==> src/rcms_pkg.sv <==
// Constants and types shared by the reference clock and mode select block
`default_nettype none
package rcms_pkg;
   // Control modes chosen by the three-level mode input
   typedef enum logic [1:0] {
      RCMS_MODE_HW,
      RCMS_MODE_PAR,
      RCMS_MODE_SER
   } rcms_mode_t;

   // Wait-state handshake states
   typedef enum logic [1:0] {
      RCMS_WS_IDLE,
      RCMS_WS_WAIT,
      RCMS_WS_ACK
   } rcms_ws_t;

   // System clock period
   localparam int RCMS_CLK_PERIOD_NS = 4;
   // Slowest master clock is 1.544 MHz, about 648 ns a period
   localparam int RCMS_MCLK_TIMEOUT_NS = 2000;
   // Longest wait for an edge, rounded up to whole cycles
   localparam int RCMS_MCLK_TIMEOUT_CYC =
      (RCMS_MCLK_TIMEOUT_NS + RCMS_CLK_PERIOD_NS - 1) / RCMS_CLK_PERIOD_NS;
   localparam int RCMS_TMO_W = 10;
   localparam logic [RCMS_TMO_W-1:0] RCMS_TMO_LAST =
      RCMS_TMO_W'(RCMS_MCLK_TIMEOUT_CYC - 1);

   // Master clock edges inserted as wait states on a parallel access
   localparam int RCMS_WAIT_TICKS = 2;
   localparam logic [2:0] RCMS_WAIT_LAST = 3'(RCMS_WAIT_TICKS - 1);

   // Cycles after reset release before the mode straps are latched
   localparam logic [1:0] RCMS_MODE_CAP_CYC = 2'h3;

   // Reset values
   localparam logic [RCMS_TMO_W-1:0] RCMS_TMO_RST = '0;
   localparam logic [1:0] RCMS_SYNC_RST = 2'h0;
endpackage
`default_nettype wire

==> src/rcms_mclk_if.sv <==
// Master clock status carried from the clock monitor to the control logic
`timescale 1ns/1ns
`default_nettype none
interface rcms_mclk_if;
   logic tick;
   logic present;
   logic level;
   logic static_hi;
   logic static_lo;
   modport mon (output tick, output present, output level,
                output static_hi, output static_lo);
   modport ctl (input tick, input present, input level,
                input static_hi, input static_lo);
endinterface
`default_nettype wire

==> src/rcms_mclk_mon.sv <==
// Master clock activity monitor: synchroniser, edge ticks, static detection
`timescale 1ns/1ns
`default_nettype none
module rcms_mclk_mon
   import rcms_pkg::*;
(
   // Clock and reset
   input wire logic clk_sys,
   input wire logic reset_n,
   // Master clock pin
   input wire logic mclk,
   // Status to the control logic
   rcms_mclk_if.mon st
);
   logic [1:0] sync_ff;
   logic prev_ff;
   logic present_ff;
   logic [RCMS_TMO_W-1:0] idle_cnt_ff;
   logic [RCMS_TMO_W-1:0] nxt_idle_cnt;
   logic nxt_present;
   wire mclk_s = sync_ff[1];
   wire edge_any = mclk_s ^ prev_ff;
   wire cnt_done = (idle_cnt_ff == RCMS_TMO_LAST);

   // Any edge restarts the watchdog; a full timeout means the clock stopped
   assign nxt_idle_cnt = edge_any ? RCMS_TMO_RST :
                         cnt_done ? idle_cnt_ff : idle_cnt_ff + 1'b1;
   assign nxt_present = edge_any ? 1'b1 : (cnt_done ? 1'b0 : present_ff);

   always_ff @(posedge clk_sys or negedge reset_n)
   begin
      if (!reset_n)
      begin
         sync_ff <= RCMS_SYNC_RST;
         prev_ff <= 1'b0;
         idle_cnt_ff <= RCMS_TMO_RST;
         present_ff <= 1'b0;
      end
      else
      begin
         sync_ff <= {sync_ff[0], mclk};
         prev_ff <= mclk_s;
         idle_cnt_ff <= nxt_idle_cnt;
         present_ff <= nxt_present;
      end
   end

   assign st.tick = mclk_s & ~prev_ff;
   assign st.present = present_ff;
   assign st.level = mclk_s;
   assign st.static_hi = ~present_ff & prev_ff;
   assign st.static_lo = ~present_ff & ~prev_ff;
endmodule
`default_nettype wire

==> src/rcms_top.sv <==
// Reference clock use and control mode selection for the quad transceiver
`timescale 1ns/1ns
`default_nettype none
module rcms_top
   import rcms_pkg::*;
(
   // Clock and reset
   input wire logic clk_sys,
   input wire logic reset_n,
   // Master reference clock pin
   input wire logic mclk,
   // Mode input comparators: above two thirds and below one third of Vcc
   input wire logic mode_above_hi,
   input wire logic mode_below_lo,
   // Top address pin
   input wire logic addr_bit_four,
   // Receive path from the line receiver
   input wire logic rx_clk_in,
   input wire logic rx_pos_in,
   input wire logic rx_neg_in,
   input wire logic rx_los,
   // Receive pins, output enables low while driven
   output logic rx_clk_out,
   output logic rx_positive_data,
   output logic rx_negative_data,
   output logic rx_oe_n,
   // Receive path control
   output logic rx_power_down,
   output logic cdr_enable,
   output logic ja_ref_tick,
   output logic cdr_ref_tick,
   // All-ones transmit timing
   input wire logic taos_req,
   output logic taos_tick,
   // Parallel host wait state
   input wire logic par_strobe,
   output logic rdy_ack,
   output logic rdy_ack_oe_n,
   // Serial host port
   input wire logic serial_cfg_in,
   input wire logic ser_data_int,
   output logic ser_data_sync,
   output logic serial_cfg_out,
   output logic serial_cfg_out_oe_n,
   // Mode outputs to the rest of the device
   output logic par_if_enable,
   output logic ser_if_enable,
   output logic hw_pins_enable,
   output logic reg_addr_msb
);
   rcms_mclk_if mst ();

   rcms_mclk_mon u_mon (
      .clk_sys(clk_sys),
      .reset_n(reset_n),
      .mclk(mclk),
      .st(mst)
   );

   // Pin synchronisers
   logic [1:0] mhi_sync_ff;
   logic [1:0] mlo_sync_ff;
   logic [1:0] a4_sync_ff;
   logic [1:0] sdi_sync_ff;

   always_ff @(posedge clk_sys or negedge reset_n)
   begin
      if (!reset_n)
      begin
         mhi_sync_ff <= RCMS_SYNC_RST;
         mlo_sync_ff <= RCMS_SYNC_RST;
         a4_sync_ff <= RCMS_SYNC_RST;
         sdi_sync_ff <= RCMS_SYNC_RST;
      end
      else
      begin
         mhi_sync_ff <= {mhi_sync_ff[0], mode_above_hi};
         mlo_sync_ff <= {mlo_sync_ff[0], mode_below_lo};
         a4_sync_ff <= {a4_sync_ff[0], addr_bit_four};
         sdi_sync_ff <= {sdi_sync_ff[0], serial_cfg_in};
      end
   end

   // Mode decode; mid level is neither comparator asserted
   wire rcms_mode_t mode_dec = mhi_sync_ff[1] ? RCMS_MODE_PAR :
                               mlo_sync_ff[1] ? RCMS_MODE_HW :
                               RCMS_MODE_SER;

   // Mode is a strap: latched once after reset, hardware mode until then
   rcms_mode_t mode_ff;
   logic [1:0] cap_cnt_ff;
   wire cap_now = (cap_cnt_ff == RCMS_MODE_CAP_CYC - 2'h1);
   wire [1:0] nxt_cap_cnt = (cap_cnt_ff == RCMS_MODE_CAP_CYC) ?
                            cap_cnt_ff : cap_cnt_ff + 2'h1;
   wire rcms_mode_t nxt_mode = cap_now ? mode_dec : mode_ff;

   always_ff @(posedge clk_sys or negedge reset_n)
   begin
      if (!reset_n)
      begin
         cap_cnt_ff <= RCMS_SYNC_RST;
         mode_ff <= RCMS_MODE_HW;
      end
      else
      begin
         cap_cnt_ff <= nxt_cap_cnt;
         mode_ff <= nxt_mode;
      end
   end

   wire mode_par = (mode_ff == RCMS_MODE_PAR);
   wire mode_ser = (mode_ff == RCMS_MODE_SER);
   wire mode_host = mode_par | mode_ser;

   assign par_if_enable = mode_par;
   assign hw_pins_enable = ~mode_host;
   assign ser_if_enable = mode_ser;
   // Pin is grounded in hardware mode, but gate it anyway
   assign reg_addr_msb = mode_host & a4_sync_ff[1];

   // Receive path control by master clock state
   assign cdr_enable = mst.present;
   assign rx_power_down = mst.static_lo;
   assign cdr_ref_tick = mst.tick;
   assign ja_ref_tick = mst.tick;
   assign taos_tick = taos_req & mst.tick;

   // During loss of signal the clock pin follows the master clock while it is present, otherwise rx_clk_in
   wire rclk_src = (rx_los & mst.present) ? mst.level : rx_clk_in;

   logic rclk_ff;
   logic rx_positive_data_ff;
   logic rx_negative_data_ff;
   logic rx_oe_n_ff;
   always_ff @(posedge clk_sys or negedge reset_n)
   begin
      if (!reset_n)
      begin
         rclk_ff <= 1'b0;
         rx_positive_data_ff <= 1'b0;
         rx_negative_data_ff <= 1'b0;
         rx_oe_n_ff <= 1'b1;
      end
      else
      begin
         rclk_ff <= rclk_src & ~mst.static_lo;
         rx_positive_data_ff <= rx_pos_in & ~mst.static_lo;
         rx_negative_data_ff <= rx_neg_in & ~mst.static_lo;
         rx_oe_n_ff <= mst.static_lo;
      end
   end
   assign rx_clk_out = rclk_ff;
   assign rx_positive_data = rx_positive_data_ff;
   assign rx_negative_data = rx_negative_data_ff;
   assign rx_oe_n = rx_oe_n_ff;

   // Wait-state generator counted in master clock edges
   rcms_ws_t ws_ff;
   rcms_ws_t nxt_ws;
   logic [2:0] ws_cnt_ff;
   logic [2:0] nxt_ws_cnt;
   wire ws_ok = mode_par & mst.present;

   always_comb
   begin
      nxt_ws = ws_ff;
      nxt_ws_cnt = ws_cnt_ff;
      case (ws_ff)
         RCMS_WS_IDLE:
         begin
            nxt_ws_cnt = 3'h0;
            if (par_strobe && ws_ok)
               nxt_ws = RCMS_WS_WAIT;
         end
         RCMS_WS_WAIT:
         begin
            if (!par_strobe || !ws_ok)
               nxt_ws = RCMS_WS_IDLE;
            else if (mst.tick)
            begin
               if (ws_cnt_ff == RCMS_WAIT_LAST)
                  nxt_ws = RCMS_WS_ACK;
               else
                  nxt_ws_cnt = ws_cnt_ff + 3'h1;
            end
         end
         RCMS_WS_ACK:
         begin
            if (!par_strobe || !ws_ok)
               nxt_ws = RCMS_WS_IDLE;
         end
         default:
            nxt_ws = RCMS_WS_IDLE;
      endcase
   end

   always_ff @(posedge clk_sys or negedge reset_n)
   begin
      if (!reset_n)
      begin
         ws_ff <= RCMS_WS_IDLE;
         ws_cnt_ff <= 3'h0;
      end
      else
      begin
         ws_ff <= nxt_ws;
         ws_cnt_ff <= nxt_ws_cnt;
      end
   end

   // Handshake pin floats whenever no master clock is there to time it
   assign rdy_ack = (ws_ff == RCMS_WS_ACK);
   assign rdy_ack_oe_n = ~(ws_ok & par_strobe & (ws_ff != RCMS_WS_IDLE));

   // Serial port data, driven only in serial host mode
   logic sdo_ff;
   always_ff @(posedge clk_sys or negedge reset_n)
   begin
      if (!reset_n)
         sdo_ff <= 1'b0;
      else
         sdo_ff <= ser_data_int & mode_ser;
   end
   assign serial_cfg_out = sdo_ff;
   assign serial_cfg_out_oe_n = ~mode_ser;
   assign ser_data_sync = sdi_sync_ff[1] & mode_ser;
endmodule
`default_nettype wire

==> config.mk <==
export PLATFORM = sky130hd
export DESIGN_NAME = rcms_top
export DESIGN_NICKNAME = d
export VERILOG_FILES = /design/src/rcms_pkg.sv /design/src/rcms_mclk_if.sv /design/src/rcms_mclk_mon.sv /design/src/rcms_top.sv
export SDC_FILE = /design/constraint.sdc
export NUM_CORES = 1
export LEC_CHECK = 0
export ABC_AREA = 1
export BUFFER_PORTS_ARGS = -buffer_cell sky130_fd_sc_hd__buf_2
export CAP_MARGIN = 15
export CORE_MARGIN = 2
export CORE_UTILIZATION = 60
export CTS_BUF_LIST = sky130_fd_sc_hd__clkbuf_2
export DETAILED_ROUTE_END_ITERATION = 8
export GPL_ROUTABILITY_DRIVEN = 1
export PLACE_DENSITY = 0.95
export RECOVER_POWER = 100
export SLEW_MARGIN = 20
export SYNTH_ARGS = -nofsm -noshare
export SYNTH_HDL_FRONTEND = slang
export SYNTH_SLANG_ARGS = --single-unit
==> constraint.sdc <==
create_clock -name clk_sys -period 2.8 [get_ports clk_sys]
set_clock_uncertainty 0.2 [all_clocks]
set_input_delay 0.56 -clock clk_sys [delete_from_list [all_inputs] [get_ports clk_sys]]
set_output_delay 0.56 -clock clk_sys [all_outputs]
set_load 0.05 [all_outputs]
* Word-level counts from Yosys, hierarchy flattened
Index checks and enable logic that the tools add are counted.
** Storage, ports and cells
- Bits in registers :: 36
- Bits of input ports :: 14
- Output and inout bits :: 18
- Logic and storage cells :: 84
** Operators by class
- Add/sub/neg operators :: 3
- Equal/unequal tests :: 16
- Muxes and demuxes :: 17
- Bitwise gates (word level) :: 21
- Reduce and logical (&&, ||, !) cells :: 10
** Operator list (count)
- $mux 10 :: 2
- $mux 2 :: 7
- $and 1x1->1 :: 13
- $add 10x1->10 const B :: 1
- $eq 10x9->1 const B :: 1
- $mux 3 :: 3
- $eq 2x2->1 const B :: 4
- $ne 2x2->1 const B :: 4
- $reduce_and 4->1 :: 2
- $ne 3x3->1 const B :: 2
- $not 1->1 :: 6
- $pmux 2 s3 :: 1
- $pmux 3 s2 :: 1
- $reduce_bool 2->1 :: 3
- $eq 2x1->1 const B :: 2
- $ne 2x1->1 const B :: 2
- $add 3x1->3 const B :: 1
- $eq 3x1->1 const B :: 1
- $mux 1 :: 3
- $add 2x1->2 const B :: 1
- $logic_not 1->1 :: 2
- $logic_not 2->1 :: 1
- $logic_and 1x1->1 :: 1
- $logic_or 1x1->1 :: 1
- other kinds (2) :: 2

* Longest topological paths before layout
Gate-level depths: netlist of run 1.
- Depth in word-level cells :: 6
- Depth in mapped cells :: 9
- Mapped depth without buffers :: 9

* Hierarchy
Synthesis of run 1 repeated with hierarchy kept, for this count alone.
** Second synthesis, totals
- Cells, all modules :: 190
- Area total of the unflattened synthesis :: 1646.6 sq um
** By module, submodules not included
- rcms_top :: times used 1, cells each 100, area each 949.7 sq um, sequential area each 551.8 sq um
- rcms_mclk_mon :: times used 1, cells each 90, area each 696.9 sq um, sequential area each 350.3 sq um

* Least setup slack after synthesis of run 1
Ideal clock, no wire load.
- Path kind :: reg-to-output
- Start point :: reg mode_ff[0]
- End point :: out reg_addr_msb
- Arrival time :: 1.606 ns
- Data required time :: 2.040 ns
- Setup slack :: 0.434 ns
- Stages on the path, launching flop included :: 4
- Buffers on the path :: 0
- Path through :: dfrtp_1 inv_1 ha_1 nor2_1
** On the way
- Longest elaborated chain between the ends :: 3
- Elaborated cells between the ends (all ways) :: 4
- Classes of those cells :: eq/ne (2); bitwise (2)
** RTL lines
- from (decl) :: line rcms_top.sv:90 : rcms_mode_t mode_ff;
- from (signal assigned) :: line rcms_top.sv:107 : mode_ff <= nxt_mode;
- $eq 2x1->1 / $eq 2x2->1 (equally long branches) :: line rcms_top.sv:111, rcms_top.sv:112
- $or 1x1->1 (*) :: line rcms_top.sv:113 : wire mode_host = mode_par | mode_ser;
- $and 1x1->1 (*) :: line rcms_top.sv:119 : assign reg_addr_msb = mode_host & a4_sync_ff[1];
- to (decl) :: line rcms_top.sv:49 : output logic reg_addr_msb
Mark *: on every way between the ends. The rest lies on a longest branch, timed or not.

* Final worst setup path of run 1
Same ends and word-level chain as after synthesis.

==> results of run 1 <==
-- final timing paths --
kind	startpoint	end	slack, ns
worst max-delay path	mode_ff[0]	reg_addr_msb	0.35
worst min-delay path	mclk	u_mon.sync_ff[0]	0.07
worst max register to register	ws_cnt_ff[1]	ws_cnt_ff[2]	1.22
worst min register to register	u_mon.sync_ff[0]	u_mon.sync_ff[1]	0.17
max in group asynchronous	reset_n	sdi_sync_ff[1]	0.93
min in group asynchronous	reset_n	ws_ff[0]	0.43
-- synthesized netlist by cell type (2+ instances only) --
master	n
nor2_4	2
xnor2_1	2
ha_1	8
o21ai_0	4
a21oi_1	4
nand4_1	3
nand2_1	29
xor2_1	2
a31oi_1	2
nor2_2	2
dfrtp_1	35
nor2_1	22
inv_1	26
nand3_1	15
nand2_2	3
-- per-layer routing --
metal  global-route usage [%]  vias to the layer above  share of wire [%]
met3                    8.333                        6                6.1
li1                         -                      595                  -
met5                        0                        -                  0
met2                    41.47                       45                 51
met4                    10.57                        0                1.9
met1                    23.33                      559                 41
-- flip-flops by register name, indices dropped and copies added, names as in the netlist, 2 cells and up --
register           flops
a4_sync_ff             2
cap_cnt_ff             2
mhi_sync_ff            2
mlo_sync_ff            2
mode_ff                2
sdi_sync_ff            2
u_mon.idle_cnt_ff     10
u_mon.sync_ff          2
ws_cnt_ff              3
ws_ff                  2
-- placed cells by master, fill, tap and decap left out, types with 2 or more instances in the layout --
master	count
dfrtp_1	35
nand2_1	29
inv_1	26
nor2_1	23
clkbuf_1	18
nand3_1	15
buf_2	12
ha_1	8
clkbuf_2	7
o21ai_0	5
a21oi_1	4
nand2_2	3
nand4_1	3
xnor2_1	2
nor2_4	2
a31oi_1	2
xor2_1	2
-- layout make-up --
type	instances	area, sq um
sequential	36	902.1
fill	191	691.9
multi-input combinational	102	546.8
timing repair buffer	31	132.6
inverter	27	101.3
tap	30	37.54
clock inverter	2	35.03
clock buffer	6	30.03
-- power breakdown --
group | switching [mW] | internal (mW) | total (mW)
registers | 0.0158 | 0.541 | 0.557
clock network | 0.170 | 0.154 | 0.324
logic | 0.0851 | 0.0278 | 0.113
total | 0.271 | 0.722 | 0.993
-- logic make-up (layout without fill, tap and decap cells) --
family	Yosys count	after routing	share of synthesized area, %
buffers and inverters	29	66	7.274
AOI/OAI and AO/OA	12	12	4.077
and+or+nand+nor	78	78	22.38
xor gates and xnor gates	4	4	2.239
adders and majority gates	8	8	6.395
DFF	36	36	57.63
-- metrics by stage --
stage | setup WS, ns | power, mW | util, % | std cells
after global routing | 0.1855 | 1.032 | 72.07 | 234
after global placement | 0.8199 | 0.6767 | 70.45 | 226
after floorplan | 0.4336 | 0.6437 | - | 167
after detailed placement | 0.7574 | 0.6823 | 70.45 | 226
final | 0.3471 | 0.9933 | 72.07 | 234
after CTS | 0.3706 | 1.001 | 73.08 | 234
-- worst max-delay path, cell delays in order, from the launching register on --
cell,delay (ns)
dfrtp_1,0.38
inv_1,0.06
ha_1,0.31
nor2_1,0.10
clkbuf_1,0.47
==> implementation parameters, run 1 <==
Parameter                              Value

Run status
  Run status    finished with violations
  Violated checks    capacitance limit, slew limit

STA
  Post-Route Setup TNS    0 ns
  # setup viols final    0
  Final-report hold violation count    0
  Crit share post-route    around 90%
  Clock period minus worst slack    about 2.5 ns
  Max-slew violation count    37
  Fmax    407.7 MHz
  Tightest Pin Transition    ~1.8 ns
  Worst hold slack after final layout    0.06989 ns
  RSZ-0062 raised after global routing    no
  Relative slew slack    -21.00%

Routing
  DR pass1 iterations    4
  Post-route DRC    0
  Vias/cell    5.150
  Remaining antenna violation count after routing    0
  Number of vias after detailed routing    about 1200
  Total wire length    2939 um
  Violation count after the first detailed-routing iteration    23
  Routed length per instance    12.56 um

Critical path
  Endpoint required time on the critical path    2.04 ns
  Worst Path Max Fanout    2
  CP Class    reg2out
  Startpoint class of the critical path    flop
  Reg2reg path depth    9
  Critical path data arrival time    1.69 ns
  Element type at the critical path end    output pin

GRT
  Residual overflow from global routing    0
  Global-route wire length before repair    4602 um
  Vias in the first global route    1133
  Initial antenna violation count    0
  Global Route Usage Sum    22.93%
  Maximum number of pins on one net before global-route repair    37

Place
  Weighted congestion at the end of routability-driven global placement    0.7855
  Post-Place Cell Area    0.001745 sq mm
  Placed wire-length estimate    2121 um
  Port bufs    31

Yosys
  Leading cell types by total area after synthesis    dfrtp_1 (56%), nand2_1 (7.0%), ha_1 (6.4%)
  Syn_nets    ~190
  Post-synth top area share    55.96%
  Synthesized area divided by synthesized cell count    9.373 sq um
  Total of flip-flops plus latches after synthesis    36
  Number of synthesized flops with an enable pin    0
  Most common flop cell mapped by yosys    dfrtp_1
  Area of the mapped netlist    ~0.0016 sq mm
  Post-synthesis cell type with the largest combined area    dfrtp_1
  Synth warn    0
  Post-synthesis instance total    167
  Asr flop ratio synth    100.0%
  Number of distinct standard cells referenced by the synthesized netlist    23
  Sequential element share of the synthesized area    57.63%

Floorplanning
  Die X-Extent    ~55 um
  Number of placed I/O pins    32
  Initial Utilization    a little over three fifths
  Die Y    55.08 um
  Area of the die    0.003033 sq mm
  Core outline area    0.002477 sq mm
  Number of core rows    18

Power
  Leakage dissipation    0.9140 nW
  Maximum VDD drop    0.5184 mV
  P per Cell Area    556.3 mW/mm^2

CTS
  Clock latency at the later pin of the worst-skew pair    between 0.3 and 0.4 ns
  H-Tree Level Count    2
  Number of hold buffers added after cts    0
  Clock Sink Count    36
  Number of buffers added by the clock tree synthesis step    5
  Root Buffer    clkbuf_2
  Number of resized instances in the post-cts repair step    0
  Post-CTS clock slew at the launch and capture registers of the worst setup and hold paths    0.17 ns
  Clk buf depth    2
  Clock tree from TritonCTS    built
  Post-CTS Repair Setup Buffers    0

Flow run
  Number of maximum-capacitance violations    1

Layout
  Summed area of non-filler cells in the final layout    about 0.0018 sq mm
  P&R area growth vs syn    14.07%
  Ratio of cells with drive above 1 in the final layout    13.73%
  Final antenna diode count    0
  Count of nets after finishing    225

Hold path
  Worst min-delay path class    in2reg
  Number of stages on the worst hold path    1
(Power assumes the default switching activity.)
==> run 2: changes to the inputs <==
--- a/config.mk
+++ b/config.mk
@@ -9,11 +9,11 @@
 export BUFFER_PORTS_ARGS = -buffer_cell sky130_fd_sc_hd__buf_2
 export CAP_MARGIN = 15
 export CORE_MARGIN = 2
-export CORE_UTILIZATION = 60
+export CORE_UTILIZATION = 50
 export CTS_BUF_LIST = sky130_fd_sc_hd__clkbuf_2
 export DETAILED_ROUTE_END_ITERATION = 8
 export GPL_ROUTABILITY_DRIVEN = 1
-export PLACE_DENSITY = 0.95
+export PLACE_DENSITY = 0.85
 export RECOVER_POWER = 100
 export SLEW_MARGIN = 20
 export SYNTH_ARGS = -nofsm -noshare
==> implementation parameters, run 2 (synthesis gave the netlist of run 1 again) <==
Parameter                              Value

Place
  Weighted congestion at the end of routability-driven global placement    between 0.8 and 0.9
  Port bufs    31
  Placed wire-length estimate    1985 um

Routing
  Remaining antenna violation count after routing    0
  Total wire length    2764 um
  Post-route DRC    0
  DR pass1 iterations    4
  Violation count after the first detailed-routing iteration    97
  Number of vias after detailed routing    1203
  Routed length per instance    11.66 um
  Vias/cell    5.076

Layout
  Final antenna diode count    0
  Area occupied by multi-input gates    between 500 and 600 sq um
  Register Area    around 900 sq um
  Largest reg by FF count    u_mon.idle_cnt_ff
  P&R area growth vs syn    12.79%
  Number of fill cells in the layout    between 200 and 300
  Commonest non-fill, non-tap cells in the layout    dfrtp_1 (35), nand2_1 (29), inv_1 (26)
  Commonest non-fill, non-tap cell in the layout    dfrtp_1
  Top flop regs    u_mon.idle_cnt_ff (10), ws_cnt_ff (3)
  Ratio of cells with drive above 1 in the final layout    13.24%
  Count of nets after finishing    225
  Largest register FFs    10

CTS
  Post-CTS clock slew at the launch and capture registers of the worst setup and hold paths    around 0.18 ns
  Clock latency at the later pin of the worst-skew pair    0.38 ns
  Number of buffers added by the clock tree synthesis step    5
  Number of hold buffers added after cts    0
  Post-CTS Repair Setup Buffers    0
  Root Buffer    clkbuf_2
  Clock tree from TritonCTS    built
  Clock Sink Count    36
  H-Tree Level Count    2
  Number of resized instances in the post-cts repair step    0
  Clk buf depth    2

Critical path
  Setup slack of the most critical reg-to-reg path    ~1.1 ns
  Start of the worst register-to-register path    u_mon.idle_cnt_ff[0]
  Critical path data arrival time    between 1.5 and 2 ns
  Endpoint required time on the critical path    between 2 and 2.5 ns
  Launch point of the critical path    mode_ff[0]
  Worst Path Max Fanout    2
  Reg2reg path depth    6
  Element type at the critical path end    output pin
  Startpoint class of the critical path    flop
  Reg-to-reg endpoint    u_mon.idle_cnt_ff[6]
  Worst setup path endpoint    reg_addr_msb
  CP Class    reg2out

Run status
  Violated checks    capacitance limit, slew limit
  Run status    finished with violations

STA
  # setup viols final    0
  RSZ-0062 raised after global routing    no
  Final-report hold violation count    0
  Post-Route Setup TNS    0 ns
  Tightest Pin Transition    1.826 ns
  Fmax    407.2 MHz
  Clock period minus worst slack    2.456 ns
  Max-slew violation count    37
  Relative slew slack    -21.74%
  Worst hold slack after final layout    0.08035 ns
  Crit share post-route    87.71%

GRT
  Global Route Usage Sum    17.57%
  Residual overflow from global routing    0
  Maximum number of pins on one net before global-route repair    37
  Vias in the first global route    1064
  Initial antenna violation count    0
  Global-route wire length before repair    between 4000 and 5000 um

Floorplanning
  Number of core rows    20
  Number of placed I/O pins    32
  Core outline area    0.003003 sq mm
  Die X-Extent    59.95 um
  Die Y    59.95 um
  Area of the die    0.003594 sq mm
  Initial Utilization    a little over half

Power
  Leakage dissipation    between 0.8 and 0.9 nW
  Maximum VDD drop    0.2352 mV
  P per Cell Area    ~500 mW/mm^2

Flow run
  Number of maximum-capacitance violations    1

Hold path
  Worst min-delay path class    in2reg
run 2: stage by stage:
step	area, sq um	std cells	power (mW)	utilization [%]	worst slack [ns]
after floorplan	1565	167	0.6437	-	0.4336
after global placement	1749	229	0.6785	58.25	0.8203
after detailed placement	1749	229	0.6827	58.25	0.8001
after CTS	1790	237	0.9190	59.62	0.4028
after global routing	1765	237	0.9558	58.79	0.1677
final	1765	237	0.9015	58.79	0.3441
run 2: area by class of cell:
class	count	area share, %
flip-flops and latches	36	51.10
multi-input cells	102	30.97
repair buffers	31	7.512
inverters	27	5.741
well taps	33	2.339
clock buffers	6	1.701
clock inverters	2	0.6378
run 2: worst min-delay path by stage:
stage                   startpoint        endpoint  slack (ns)  cells after the start
floorplan                  reset_n   a4_sync_ff[0]        0.06                      0
global placement    sdi_sync_ff[0]  sdi_sync_ff[1]        0.13                      0
detailed placement  mlo_sync_ff[0]  mlo_sync_ff[1]        0.13                      0
CTS                        reset_n        ws_ff[0]        0.02                      1
global route         mode_below_lo  mlo_sync_ff[0]       0.005                      1
finish               mode_below_lo  mlo_sync_ff[0]        0.08                      1
run 2: layer usage:
metal / vias to the layer above / routed length [um] / track usage, %
met5: - / 0 / 0
met3: 6 / 168 / 5.844
met2: 37 / 1319 / 28.88
li1: 593 / - / -
met4: 0 / 57 / 8.571
met1: 567 / 1218 / 20.51
run 2: critical path, stage by stage, from the launching register on:
cell      delay [ns]
dfrtp_1         0.39
inv_1           0.06
ha_1            0.30
nor2_1          0.10
clkbuf_1        0.47
run 2: report_power, final:
part           switching, mW  internal, mW  total [mW]
sequential            0.0168         0.541       0.558
clock                  0.170        0.0623       0.233
combinational         0.0835        0.0276       0.111
